`src/core/bst_pkg.sv`:
```
// Shared constants, states and carriers of the boundary-scan test access port.
package bst_pkg;

  // ----------------------------------------------------------------------
  // Sizes
  // ----------------------------------------------------------------------
  localparam int unsigned BST_IR_W = 5;
  localparam int unsigned BST_ID_W = 32;
  localparam int unsigned BST_NPIN = 8;
  localparam int unsigned BST_BSR_W = 2 * BST_NPIN;
  localparam int unsigned BST_SYNC_W = 4;

  // ----------------------------------------------------------------------
  // Instruction codes and capture values
  // ----------------------------------------------------------------------
  localparam logic [BST_IR_W-1:0] BST_IR_EXTEST = 5'h00;
  localparam logic [BST_IR_W-1:0] BST_IR_IDCODE = 5'h01;
  localparam logic [BST_IR_W-1:0] BST_IR_SAMPLE = 5'h02;
  localparam logic [BST_IR_W-1:0] BST_IR_HIGHZ = 5'h05;
  localparam logic [BST_IR_W-1:0] BST_IR_BYPASS = 5'h1f;
  localparam logic [BST_IR_W-1:0] BST_IR_CAPTURE = 5'h01;

  // TAP controller states.
  typedef enum logic [3:0] {
    BST_TLR, BST_RTI, BST_SEL_DR, BST_CAP_DR, BST_SH_DR, BST_EX1_DR, BST_PA_DR,
    BST_EX2_DR, BST_UPD_DR, BST_SEL_IR, BST_CAP_IR, BST_SH_IR, BST_EX1_IR,
    BST_PA_IR, BST_EX2_IR, BST_UPD_IR
  } bst_tap_e;

  // Data register placed between the serial input and output.
  typedef enum logic [1:0] {
    BST_SEL_BSR, BST_SEL_ID, BST_SEL_BYP
  } bst_sel_e;

  // Test port pins seen by the device.
  typedef struct packed {
    logic tck;
    logic tms;
    logic tdi;
    logic trst_n;
  } bst_jtag_in_s;

  // Serial output with its enable, low while driven.
  typedef struct packed {
    logic tdo;
    logic tdo_oe_n;
  } bst_jtag_out_s;

  // Whole state of the port.
  typedef struct packed {
    bst_tap_e tap;
    logic tck_q;
    logic [BST_IR_W-1:0] ir_sh;
    logic [BST_IR_W-1:0] ir;
    logic [BST_BSR_W-1:0] bsr_sh;
    logic [BST_BSR_W-1:0] bsr_upd;
    logic [BST_ID_W-1:0] id_sh;
    logic byp;
    bst_jtag_out_s jo;
    logic [BST_NPIN-1:0] pin_out;
    logic [BST_NPIN-1:0] pin_oe_n;
  } bst_state_s;

endpackage

```
`src/core/bst_sync.sv`:
```
// Two-stage synchroniser for levels that arrive from outside the core clock.
`timescale 1ns/100ps
`default_nettype none
module bst_sync #(
  parameter int unsigned W = 1
) (
  // Clock and reset.
  input wire logic core_clk,
  input wire logic rst,
  input wire logic ce,
  // Levels.
  input wire logic [W-1:0] din,
  output logic [W-1:0] dout
);

  logic [W-1:0] meta_q;
  logic [W-1:0] sync_q;

  // The first stage feeds only the second one.
  always_ff @(posedge core_clk or posedge rst) begin
    if (rst) begin
      meta_q <= '0;
      sync_q <= '0;
    end else if (ce) begin
      meta_q <= din;
      sync_q <= meta_q;
    end
  end

  assign dout = sync_q;

endmodule
`default_nettype wire

```
`src/core/bst_tap.sv`:
```
// Boundary-scan test access port with TAP controller and data registers.
// Overview of operation
// - Five port pins; tdo is the only output.
// - TAP state advances on tck, steered by tms.
// - tdi is sampled on rising tck.
// - tdo changes on falling tck while shifting.
// - tdo floats when no shift is running.
// - Low test reset forces test-logic-reset.
// - Code 00010 samples pins and core values.
// - Sample/preload update latches the shifted boundary data.
// - Code 00000 drives pins from latched boundary data.
// - Code 11111 selects one-bit bypass register.
// - Code 00001 shifts out the identification register.
// - Code 00101 floats every system output.
// - Highz also selects the bypass register.
`timescale 1ns/100ps
`default_nettype none
module bst_tap
  import bst_pkg::*;
#(
  // Identification value; arbitrary, only bit zero is fixed.
  parameter logic [BST_ID_W-1:0] ID_VALUE = 32'h0123_4567
) (
  // Clock, reset and enable.
  input wire logic core_clk,
  input wire logic rst,
  input wire logic ce,
  // Test port pins.
  input wire bst_jtag_in_s jtag_in,
  output bst_jtag_out_s jtag_out,
  // System logic and pins.
  input wire logic [BST_NPIN-1:0] core_out,
  input wire logic [BST_NPIN-1:0] core_oe_n,
  input wire logic [BST_NPIN-1:0] pin_in,
  output logic [BST_NPIN-1:0] pin_out,
  output logic [BST_NPIN-1:0] pin_oe_n
);

  // ----------------------------------------------------------------------
  // Decoding
  // ----------------------------------------------------------------------

  // Register chosen by an instruction; any unlisted code acts as bypass.
  function automatic bst_sel_e dec_sel(input logic [BST_IR_W-1:0] ir);
    unique case (ir)
      BST_IR_EXTEST, BST_IR_SAMPLE: dec_sel = BST_SEL_BSR;
      BST_IR_IDCODE: dec_sel = BST_SEL_ID;
      default: dec_sel = BST_SEL_BYP;
    endcase
  endfunction

  // Next TAP state for a given tms level.
  function automatic bst_tap_e tap_next(input bst_tap_e s, input logic tms);
    unique case (s)
      BST_TLR: tap_next = tms ? BST_TLR : BST_RTI;
      BST_RTI: tap_next = tms ? BST_SEL_DR : BST_RTI;
      BST_SEL_DR: tap_next = tms ? BST_SEL_IR : BST_CAP_DR;
      BST_CAP_DR: tap_next = tms ? BST_EX1_DR : BST_SH_DR;
      BST_SH_DR: tap_next = tms ? BST_EX1_DR : BST_SH_DR;
      BST_EX1_DR: tap_next = tms ? BST_UPD_DR : BST_PA_DR;
      BST_PA_DR: tap_next = tms ? BST_EX2_DR : BST_PA_DR;
      BST_EX2_DR: tap_next = tms ? BST_UPD_DR : BST_SH_DR;
      BST_UPD_DR: tap_next = tms ? BST_SEL_DR : BST_RTI;
      BST_SEL_IR: tap_next = tms ? BST_TLR : BST_CAP_IR;
      BST_CAP_IR: tap_next = tms ? BST_EX1_IR : BST_SH_IR;
      BST_SH_IR: tap_next = tms ? BST_EX1_IR : BST_SH_IR;
      BST_EX1_IR: tap_next = tms ? BST_UPD_IR : BST_PA_IR;
      BST_PA_IR: tap_next = tms ? BST_EX2_IR : BST_PA_IR;
      BST_EX2_IR: tap_next = tms ? BST_UPD_IR : BST_SH_IR;
      BST_UPD_IR: tap_next = tms ? BST_SEL_DR : BST_RTI;
    endcase
  endfunction

  // ----------------------------------------------------------------------
  // Pin synchronisation
  // ----------------------------------------------------------------------

  bst_jtag_in_s jsync;
  logic [BST_NPIN-1:0] pin_s;

  // All port pins and sampled system pins pass two flops.
  bst_sync #(.W(BST_SYNC_W + BST_NPIN)) u_sync (
    .core_clk(core_clk),
    .rst(rst),
    .ce(ce),
    .din({jtag_in, pin_in}),
    .dout({jsync, pin_s})
  );

  // ----------------------------------------------------------------------
  // State update
  // ----------------------------------------------------------------------

  bst_state_s st_q;
  bst_state_s st_d;
  logic tck_rise;
  logic tck_fall;
  bst_sel_e sel;

  // Edges of the sampled test clock and the current register choice.
  assign tck_rise = jsync.tck & ~st_q.tck_q;
  assign tck_fall = ~jsync.tck & st_q.tck_q;
  assign sel = dec_sel(st_q.ir);

  // Next state of the whole port.
  always_comb begin
    st_d = st_q;
    st_d.tck_q = jsync.tck;
    if (!jsync.trst_n) begin
      st_d.tap = BST_TLR;
    end else if (tck_rise) begin
      st_d.tap = tap_next(st_q.tap, jsync.tms);
      unique case (st_q.tap)
        BST_TLR: begin
          st_d.ir = BST_IR_IDCODE;
        end
        BST_CAP_DR: begin
          st_d.bsr_sh = {pin_s, core_out};
          st_d.id_sh = ID_VALUE;
          st_d.byp = 1'b0;
        end
        BST_SH_DR: begin
          // Serial data enters at the top on the rising edge.
          unique case (sel)
            BST_SEL_BSR: st_d.bsr_sh = {jsync.tdi, st_q.bsr_sh[BST_BSR_W-1:1]};
            BST_SEL_ID: st_d.id_sh = {jsync.tdi, st_q.id_sh[BST_ID_W-1:1]};
            BST_SEL_BYP: st_d.byp = jsync.tdi;
          endcase
        end
        BST_UPD_DR: begin
          if (sel == BST_SEL_BSR) begin
            st_d.bsr_upd = st_q.bsr_sh;
          end
        end
        BST_CAP_IR: begin
          st_d.ir_sh = BST_IR_CAPTURE;
        end
        BST_SH_IR: begin
          st_d.ir_sh = {jsync.tdi, st_q.ir_sh[BST_IR_W-1:1]};
        end
        BST_UPD_IR: begin
          st_d.ir = st_q.ir_sh;
        end
        default: begin
        end
      endcase
    end
    // Serial output moves only on the falling edge.
    if (tck_fall) begin
      if (st_q.tap == BST_SH_IR) begin
        st_d.jo = '{tdo: st_q.ir_sh[0], tdo_oe_n: 1'b0};
      end else if (st_q.tap == BST_SH_DR) begin
        unique case (sel)
          BST_SEL_BSR: st_d.jo.tdo = st_q.bsr_sh[0];
          BST_SEL_ID: st_d.jo.tdo = st_q.id_sh[0];
          BST_SEL_BYP: st_d.jo.tdo = st_q.byp;
        endcase
        st_d.jo.tdo_oe_n = 1'b0;
      end else begin
        st_d.jo.tdo_oe_n = 1'b1;
      end
    end
    // System pins follow the core unless a test instruction owns them.
    if (st_q.ir == BST_IR_HIGHZ) begin
      st_d.pin_out = core_out;
      st_d.pin_oe_n = '1;
    end else if (st_q.ir == BST_IR_EXTEST) begin
      st_d.pin_out = st_q.bsr_upd[BST_NPIN-1:0];
      st_d.pin_oe_n = '0;
    end else begin
      st_d.pin_out = core_out;
      st_d.pin_oe_n = core_oe_n;
    end
  end

  // State register; the enable freezes everything.
  always_ff @(posedge core_clk or posedge rst) begin
    if (rst) begin
      st_q <= '{tap: BST_TLR, ir: BST_IR_IDCODE, jo: '{tdo: 1'b0, tdo_oe_n: 1'b1},
                pin_oe_n: '1, default: '0};
    end else if (ce) begin
      st_q <= st_d;
    end
  end

  assign jtag_out = st_q.jo;
  assign pin_out = st_q.pin_out;
  assign pin_oe_n = st_q.pin_oe_n;
endmodule
`default_nettype wire

```
`config.mk`:
```
export PLATFORM = sky130hd
export DESIGN_NAME = bst_tap
export DESIGN_NICKNAME = d
export VERILOG_FILES = /design/src/core/bst_pkg.sv /design/src/core/bst_sync.sv /design/src/core/bst_tap.sv
export SDC_FILE = /design/constraint.sdc
export NUM_CORES = 1
export LEC_CHECK = 0
export CORE_ASPECT_RATIO = 1.1
export CORE_MARGIN = 3
export CORE_UTILIZATION = 45
export CTS_CLUSTER_SIZE = 30
export DETAILED_ROUTE_END_ITERATION = 12
export DONT_BUFFER_PORTS = 1
export PLACE_DENSITY = 0.6
export SYNTH_ARGS = -nofsm -noshare
export SYNTH_HDL_FRONTEND = slang
export SYNTH_SLANG_ARGS = --single-unit
```
`constraint.sdc`:
```
create_clock -name core_clk -period 4.88 [get_ports core_clk]
set_input_delay 0.976 -clock core_clk [delete_from_list [all_inputs] [get_ports core_clk]]
set_output_delay 0.976 -clock core_clk [all_outputs]
set_load 0.01 [all_outputs]
```
==> results of run 1 <==
layout make-up:
class                   count  area share
repair buffers              4     0.00507
flip-flops and latches    114       0.484
well taps                 150      0.0317
clock buffers              19      0.0765
multi-input cells         306       0.354
clock inverters            13      0.0389
inverters                  15     0.00993
sequential cells by signal (all words and copies together) (netlist names):
signal,flops
u_sync.dout,12
jtag_out,2
u_sync.meta_q,12
pin_out,8
st_q,72
pin_oe_n,8
worst register-to-register path, delay by kind of cell (launching register included):
| kind | cells | cell delay [ns] |
|---|---|---|
| AO/OA/AOI/OAI | 1 | 0.71 |
| AND/OR/NAND/NOR | 2 | 1.20 |
| flip-flops | 1 | 0.40 |
| multiplexers | 1 | 0.42 |
how the worst max path moves through the flow:
stage,endpoint,startpoint,slack [ns]
global route,st_q[77],ce,1.79
floorplan,jtag_out[1],rst,0.90
finish,st_q[77],ce,1.95
detailed placement,st_q[77],ce,1.56
CTS,st_q[77],ce,1.99
global placement,st_q[78],ce,1.59
through the flow:
| stage | utilization | total power [W] | area (µm²) |
|---|---|---|---|
| global route | 0.515 | 0.00264 | 5920 |
| detailed placement | 0.456 | 0.00115 | 5240 |
| global placement | 0.456 | 0.00115 | 5240 |
| finish | 0.515 | 0.00254 | 5920 |
| CTS | 0.515 | 0.00258 | 5920 |
| floorplan | - | 0.00115 | 5320 |
power by group through the flow:
stage / registers, W / logic [W] / clock network (W)
after detailed placement: 0.00105 / 0.000102 / 0
final: 0.00103 / 0.000100 / 0.00141
after floorplan: 0.00102 / 0.000125 / 0
after global placement: 0.00105 / 0.0000988 / 0
after CTS: 0.00103 / 0.000103 / 0.00144
after global routing: 0.00104 / 0.000115 / 0.00149
metal layers:
layer / up-vias / routed length (µm)
met1: 1651 / 4490
met2: 55 / 4650
met5: - / 0
met4: 0 / 101
li1: 1625 / -
met3: 8 / 567
cell usage in the layout (no fill, tap or decap), types with 2 or more instances in the layout:
master	instances
sky130_fd_sc_hd__mux2_2	53
sky130_fd_sc_hd__clkbuf_8	2
sky130_fd_sc_hd__clkinvlp_4	3
sky130_fd_sc_hd__o21ai_1	35
sky130_fd_sc_hd__and2_1	3
sky130_fd_sc_hd__a21oi_1	5
sky130_fd_sc_hd__or4_1	2
sky130_fd_sc_hd__dfrtp_1	104
sky130_fd_sc_hd__nor2_1	28
sky130_fd_sc_hd__buf_4	4
sky130_fd_sc_hd__dfstp_2	10
sky130_fd_sc_hd__nand3_2	2
sky130_fd_sc_hd__a21o_1	2
sky130_fd_sc_hd__nand2_1	53
sky130_fd_sc_hd__nor2b_1	2
sky130_fd_sc_hd__clkinv_2	2
sky130_fd_sc_hd__mux2i_1	2
sky130_fd_sc_hd__clkbuf_16	17
sky130_fd_sc_hd__a22o_1	5
sky130_fd_sc_hd__o21ai_0	49
sky130_fd_sc_hd__nand2b_1	5
sky130_fd_sc_hd__inv_1	13
sky130_fd_sc_hd__o211ai_1	9
sky130_fd_sc_hd__a31oi_1	8
sky130_fd_sc_hd__bufinv_16	6
sky130_fd_sc_hd__mux2_4	9
sky130_fd_sc_hd__nor3_1	3
kinds of logic after synthesis:
family / after synthesis / share of synthesized area
AOI/OAI and AO/OA: 126 / 0.140
and+or+nand+nor: 114 / 0.107
muxes: 65 / 0.144
xor gates and xnor gates: 1 / 0.00165
buffers and inverters: 69 / 0.0687
DFF: 114 / 0.539
==> results.json, run 1 <==
{
  "outcome": "completed",
  "grt_util_all_layers": 0.162,
  "library_cell_with_the_highest_instance_count_after_synthesis": "sky130_fd_sc_hd__dfrtp_1",
  "critical-path-max-stage-delay_ns": 0.74,
  "dp.final_hpwl_mm": 6.17,
  "cp_top_family": "simple AND/OR/NAND/NOR gates",
  "detail_route.first_pass.iterations": 4,
  "crit_cells": 4,
  "seq_area_frac_synth": 0.539,
  "first_pass_grt_wire_length_mm": 16.7,
  "timing.setup.tns_ns": 0,
  "final.hold.worst_slack_ns": 0.479,
  "power_report.internal_total_w": 0.00202,
  "synth_seq_cells": 114,
  "rsz_0062_raised_after_global_routing": "false",
  "hold_path_class": "flip-flop to flip-flop",
  "effective_utilization_at_floorplan": 0.463,
  "irDropWorstVdd_uv": 228,
  "final-instance-count-excl-fill": 621,
  "fin_crit_sh": 0.601,
  "seq_power_share": 0.406,
  "synth_commonest_cells": "sky130_fd_sc_hd__dfrtp_1, sky130_fd_sc_hd__mux2_2, sky130_fd_sc_hd__nand2_1, sky130_fd_sc_hd__o21ai_0, sky130_fd_sc_hd__o21ai_1",
  "cp_data_arrival_time_ns": 3.21,
  "dieHeight_um": 120,
  "wirelength_mm": 9.81,
  "worstPathBufferInverterCount": 0,
  "place_worst_setup_slack_ns": 1.56,
  "layout.filler_cells": 1034,
  "synth.largest_area_cell": "sky130_fd_sc_hd__dfrtp_1",
  "globalplace.congestion": 0.765,
  "synth.distinct_cells": 57,
  "htree_levels": 4,
  "synth_largest_type_area_fraction": 0.490,
  "clock_tree.root_cell": "sky130_fd_sc_hd__clkbuf_16",
  "p_sw_frac": 0.204,
  "cts.repair_timing.setup_buffer_count": 0,
  "timing.hold.worst_endpoint": "u_sync.dout[10]",
  "path_max_fanout": 62,
  "row_count": 41,
  "combinational_cell_fraction_of_total_power": 0.039,
  "final_antenna_net_count": 0,
  "min_period_ns": 2.93,
  "synth_nets": 520,
  "number_of_global_route_vias_before_repair": 3288,
  "worstPathRequired_ns": 5.16,
  "cts_num_sinks": 114,
  "final-hold-violation-count": 0,
  "timing.reg2reg.setup_slack_ns": 2.04,
  "worst_clock_skew_ns": 0.0104,
  "grtUsageMet3": 0.0549,
  "holdPathStages": 2,
  "critPathSlowestCell": "sky130_fd_sc_hd__or2_1",
  "detail_route.drc_violations": 0,
  "regArea_um2": 2870,
  "regToRegStartpoint": "st_q[93]",
  "hold_path.startpoint": "u_sync.meta_q[10]",
  "setup.worst_path.start_class": "primary input",
  "clkTransAtPathRegs_ns": 0.05,
  "post-place-cells": 589,
  "power.density_cell_area_nw_per_um2": 430,
  "total_area_of_multi_input_combinational_cells_um2": 2090,
  "final_max_tran_viols": 0,
  "die_footprint_um2": 13200,
  "grt_max_degree": 80,
  "clock_path_buffers": 2,
  "initialDrtViolationCount": 248,
  "setup_viol": 0,
  "power.switching_w": 0.000519,
  "overflow": 0,
  "worstMarginPinSlew_ns": 1.02,
  "post-route-worst-setup-slack_ns": 1.95,
  "core_area_um2": 11500,
  "cts_inserted_buffers": 17,
  "static_leakage_nw": 2.58,
  "cts.hold.buffers_added": 0,
  "grt_antenna_before_repair": 0,
  "fp.dieW_um": 110,
  "syn_inst_count": 489,
  "antenna_cell_count": 0,
  "ys_top_cells_by_area": "sky130_fd_sc_hd__dfrtp_1, sky130_fd_sc_hd__mux2_2, sky130_fd_sc_hd__dfstp_2",
  "cts-resized-gates": 0,
  "detail_route.vias_per_cell": 5.38,
  "path_class": "primary input to flip-flop",
  "async_flop_share": 1.00,
  "synth-main-ff-cell": "sky130_fd_sc_hd__dfrtp_1",
  "end_kind": "flip-flop",
  "number_of_enable_type_register_cells_in_the_synthesized_netlist": 0,
  "clk-insertion-delay-late_ns": 0.41,
  "syn_area_per_cell_um2": 10.9,
  "timing.max_slew.rel_slack": 0.318,
  "highest_clock_frequency_the_design_can_meet_ghz": 0.341,
  "power.share.clock": 0.555,
  "synthesis.area_um2": 5320,
  "pin_count": 49,
  "timing.max_cap.violations": 0,
  "cts_tree": "built",
  "grt-busiest-layer": "met2",
  "areaGrowthSynthToFinish_pct": 11.3,
  "post_drt_wl_per_cell_um": 15.8,
  "yosys_warn_count": 0,
  "port-buffer-count": 0,
  "rr_endpoint": "st_q[77]",
  "critical_path_cell_by_cell": "nand4b_1 > or2_1 > a21oi_4 > mux2_2",
  "grt_use_met1": 0.217,
  "rr_worst_depth": 4,
  "layout-drive-gt1-share": 0.251,
  "nets": 489,
  "route.vias.total": 3339,
  "globalRouteMet2Util": 0.238
}
(Power assumes the default switching activity.)
==> inputs of run 2 (changes only) <==
- PLACE_DENSITY: 0.6 -> 0.62
- clock period: 4.88 -> 2.4 ns (I/O delays scaled with it)
==> run 2 against run 1 <==
  * Non-clock buffer count grew 4
  * Clock-buffer cell count grew 1
  * Critical path type is now flip-flop to flip-flop
  * Worst setup slack lost 1.5 ns
  * Clock skew grew 0.0011 ns
  * Die area is the same
  * First-iteration DRC count shrank 2.4%
  * Largest cell class unchanged
  * Combinational power grew 120%
  * Hold slack lost 0.39 ns
==> results.json, run 2 (synthesized netlist as in run 1, its figures left out) <==
{
  "outcome": "completed",
  "critical-path-top-cell-by-count": "sky130_fd_sc_hd__mux2_2",
  "clkTransAtPathRegs_ns": 0.05,
  "route.vias.total": 3407,
  "power_report.internal_total_w": 0.00392,
  "fp.dieW_um": 110,
  "final_max_tran_viols": 0,
  "end_kind": "flip-flop",
  "fin_crit_sh": 0.826,
  "detail_route.vias_per_cell": 5.45,
  "wirelength_mm": 9.73,
  "path_max_fanout": 38,
  "cts_tree": "built",
  "critical-path-max-stage-delay_ns": 0.58,
  "first_pass_grt_wire_length_mm": 16.5,
  "cts.hold.buffers_added": 0,
  "setup.worst_path.start_class": "flip-flop",
  "layout.filler_cells": 1016,
  "dp.final_hpwl_mm": 6.03,
  "final_antenna_net_count": 0,
  "regMostFlops": "st_q",
  "number_of_global_route_vias_before_repair": 3389,
  "critPathSlowestCell": "sky130_fd_sc_hd__dfrtp_1",
  "globalplace.congestion": 0.764,
  "detail_route.first_pass.iterations": 4,
  "seq_power_share": 0.420,
  "static_leakage_nw": 2.58,
  "overflow": 0,
  "power.share.clock": 0.536,
  "timing.max_cap.violations": 0,
  "highest_clock_frequency_the_design_can_meet_ghz": 0.505,
  "pin_count": 49,
  "cp_top_family": "multiplexers",
  "port-buffer-count": 0,
  "clk-insertion-delay-late_ns": 0.40,
  "effective_utilization_at_floorplan": 0.463,
  "areaGrowthSynthToFinish_pct": 11.5,
  "core_area_um2": 11500,
  "total_area_of_multi_input_combinational_cells_um2": 2090,
  "worstPathBufferInverterCount": 1,
  "path_class": "flip-flop to flip-flop",
  "layout-drive-gt1-share": 0.255,
  "regArea_um2": 2870,
  "die_footprint_um2": 13200,
  "grt_util_all_layers": 0.161,
  "cts.repair_timing.setup_buffer_count": 0,
  "timing.max_slew.rel_slack": 0.549,
  "initialDrtViolationCount": 242,
  "worstPathRequired_ns": 2.69,
  "nets": 493,
  "rsz_0062_raised_after_global_routing": "false",
  "largest_register_ffs": 72,
  "finish.utilization": 0.516,
  "detail_route.drc_violations": 0,
  "p_sw_frac": 0.212,
  "worst_clock_skew_ns": 0.0115,
  "worstMarginPinSlew_ns": 0.676,
  "clock_tree.root_cell": "sky130_fd_sc_hd__clkbuf_16",
  "dieHeight_um": 120,
  "cts_inserted_buffers": 17,
  "cp_data_arrival_time_ns": 2.27,
  "power.density_cell_area_nw_per_um2": 839,
  "row_count": 41,
  "combinational_cell_fraction_of_total_power": 0.045,
  "min_period_ns": 1.98,
  "cts-resized-gates": 0,
  "power.switching_w": 0.00105,
  "irDropWorstVdd_uv": 511,
  "timing.setup.tns_ns": 0,
  "grt_antenna_before_repair": 0,
  "final_cell_mix": "sky130_fd_sc_hd__dfrtp_1, sky130_fd_sc_hd__mux2_2, sky130_fd_sc_hd__nand2_1",
  "final-hold-violation-count": 0,
  "place_worst_setup_slack_ns": 0.424,
  "antenna_cell_count": 0,
  "clock_path_buffers": 2,
  "hold_path_class": "primary input to asynchronous set/reset pin",
  "critical_path_cell_by_cell": "nor4b_4 > buf_12 > mux2_2 > mux2_2",
  "setup_viol": 0,
  "htree_levels": 4,
  "mostFrequentLayoutCell": "sky130_fd_sc_hd__dfrtp_1",
  "cts_num_sinks": 114,
  "post_drt_wl_per_cell_um": 15.6,
  "post-route-worst-setup-slack_ns": 0.418,
  "grt_max_degree": 115
}
run 2: changes by cell type in the layout (fill, tap and decap cells not counted), sizes merged:
cell    before  now
bufinv       6    4
inv         16   17
buf          4    8
clkbuf      19   20
run 2: final timing paths:
kind / start / to / slack, ns / cells past startpoint
setup reg to reg: st_q[97] / st_q[77] / 0.42 / 4
max in group asynchronous: rst / st_q[92] / 1.82 / 2
setup / recovery: st_q[97] / st_q[77] / 0.42 / 4
min in group core_clk: ce / pin_oe_n[2] / 0.15 / 1
hold reg to reg: u_sync.meta_q[8] / u_sync.dout[8] / 0.48 / 2
hold / removal: rst / u_sync.dout[10] / 0.09 / 2
run 2: final cells by class:
cell class,instances,area share
clock inverters,12,0.0298
inverters,15,0.0101
repair buffers,8,0.0144
clock buffers,20,0.0771
well taps,150,0.0317
flip-flops and latches,114,0.484
multi-input cells,306,0.353
run 2: power groups by stage:
stage	sequential [W]	clock (W)	combinational, W
floorplan	0.00208	0	0.000255
global placement	0.00212	0	0.000217
detailed placement	0.00212	0	0.000226
CTS	0.00209	0.00273	0.000227
global route	0.00210	0.00283	0.000253
finish	0.00209	0.00266	0.000222
run 2: routing by layer:
metal / track usage / vias to the layer above / routed length [µm]
met5: 0 / - / 0
met4: 0.0585 / 0 / 98
met3: 0.0543 / 7 / 510
met2: 0.251 / 84 / 4740
met1: 0.209 / 1669 / 4380
li1: - / 1647 / -
run 2: per-stage QoR:
stage               hold slack (ns)  cells  area, µm²  power, W
finish                       0.0894    625       5930   0.00497
detailed placement            0.482    593       5290   0.00235
CTS                           0.131    625       5930   0.00505
global placement              0.475    593       5290   0.00234
floorplan                     0.449    489       5320   0.00234
global route                  0.122    625       5930   0.00519
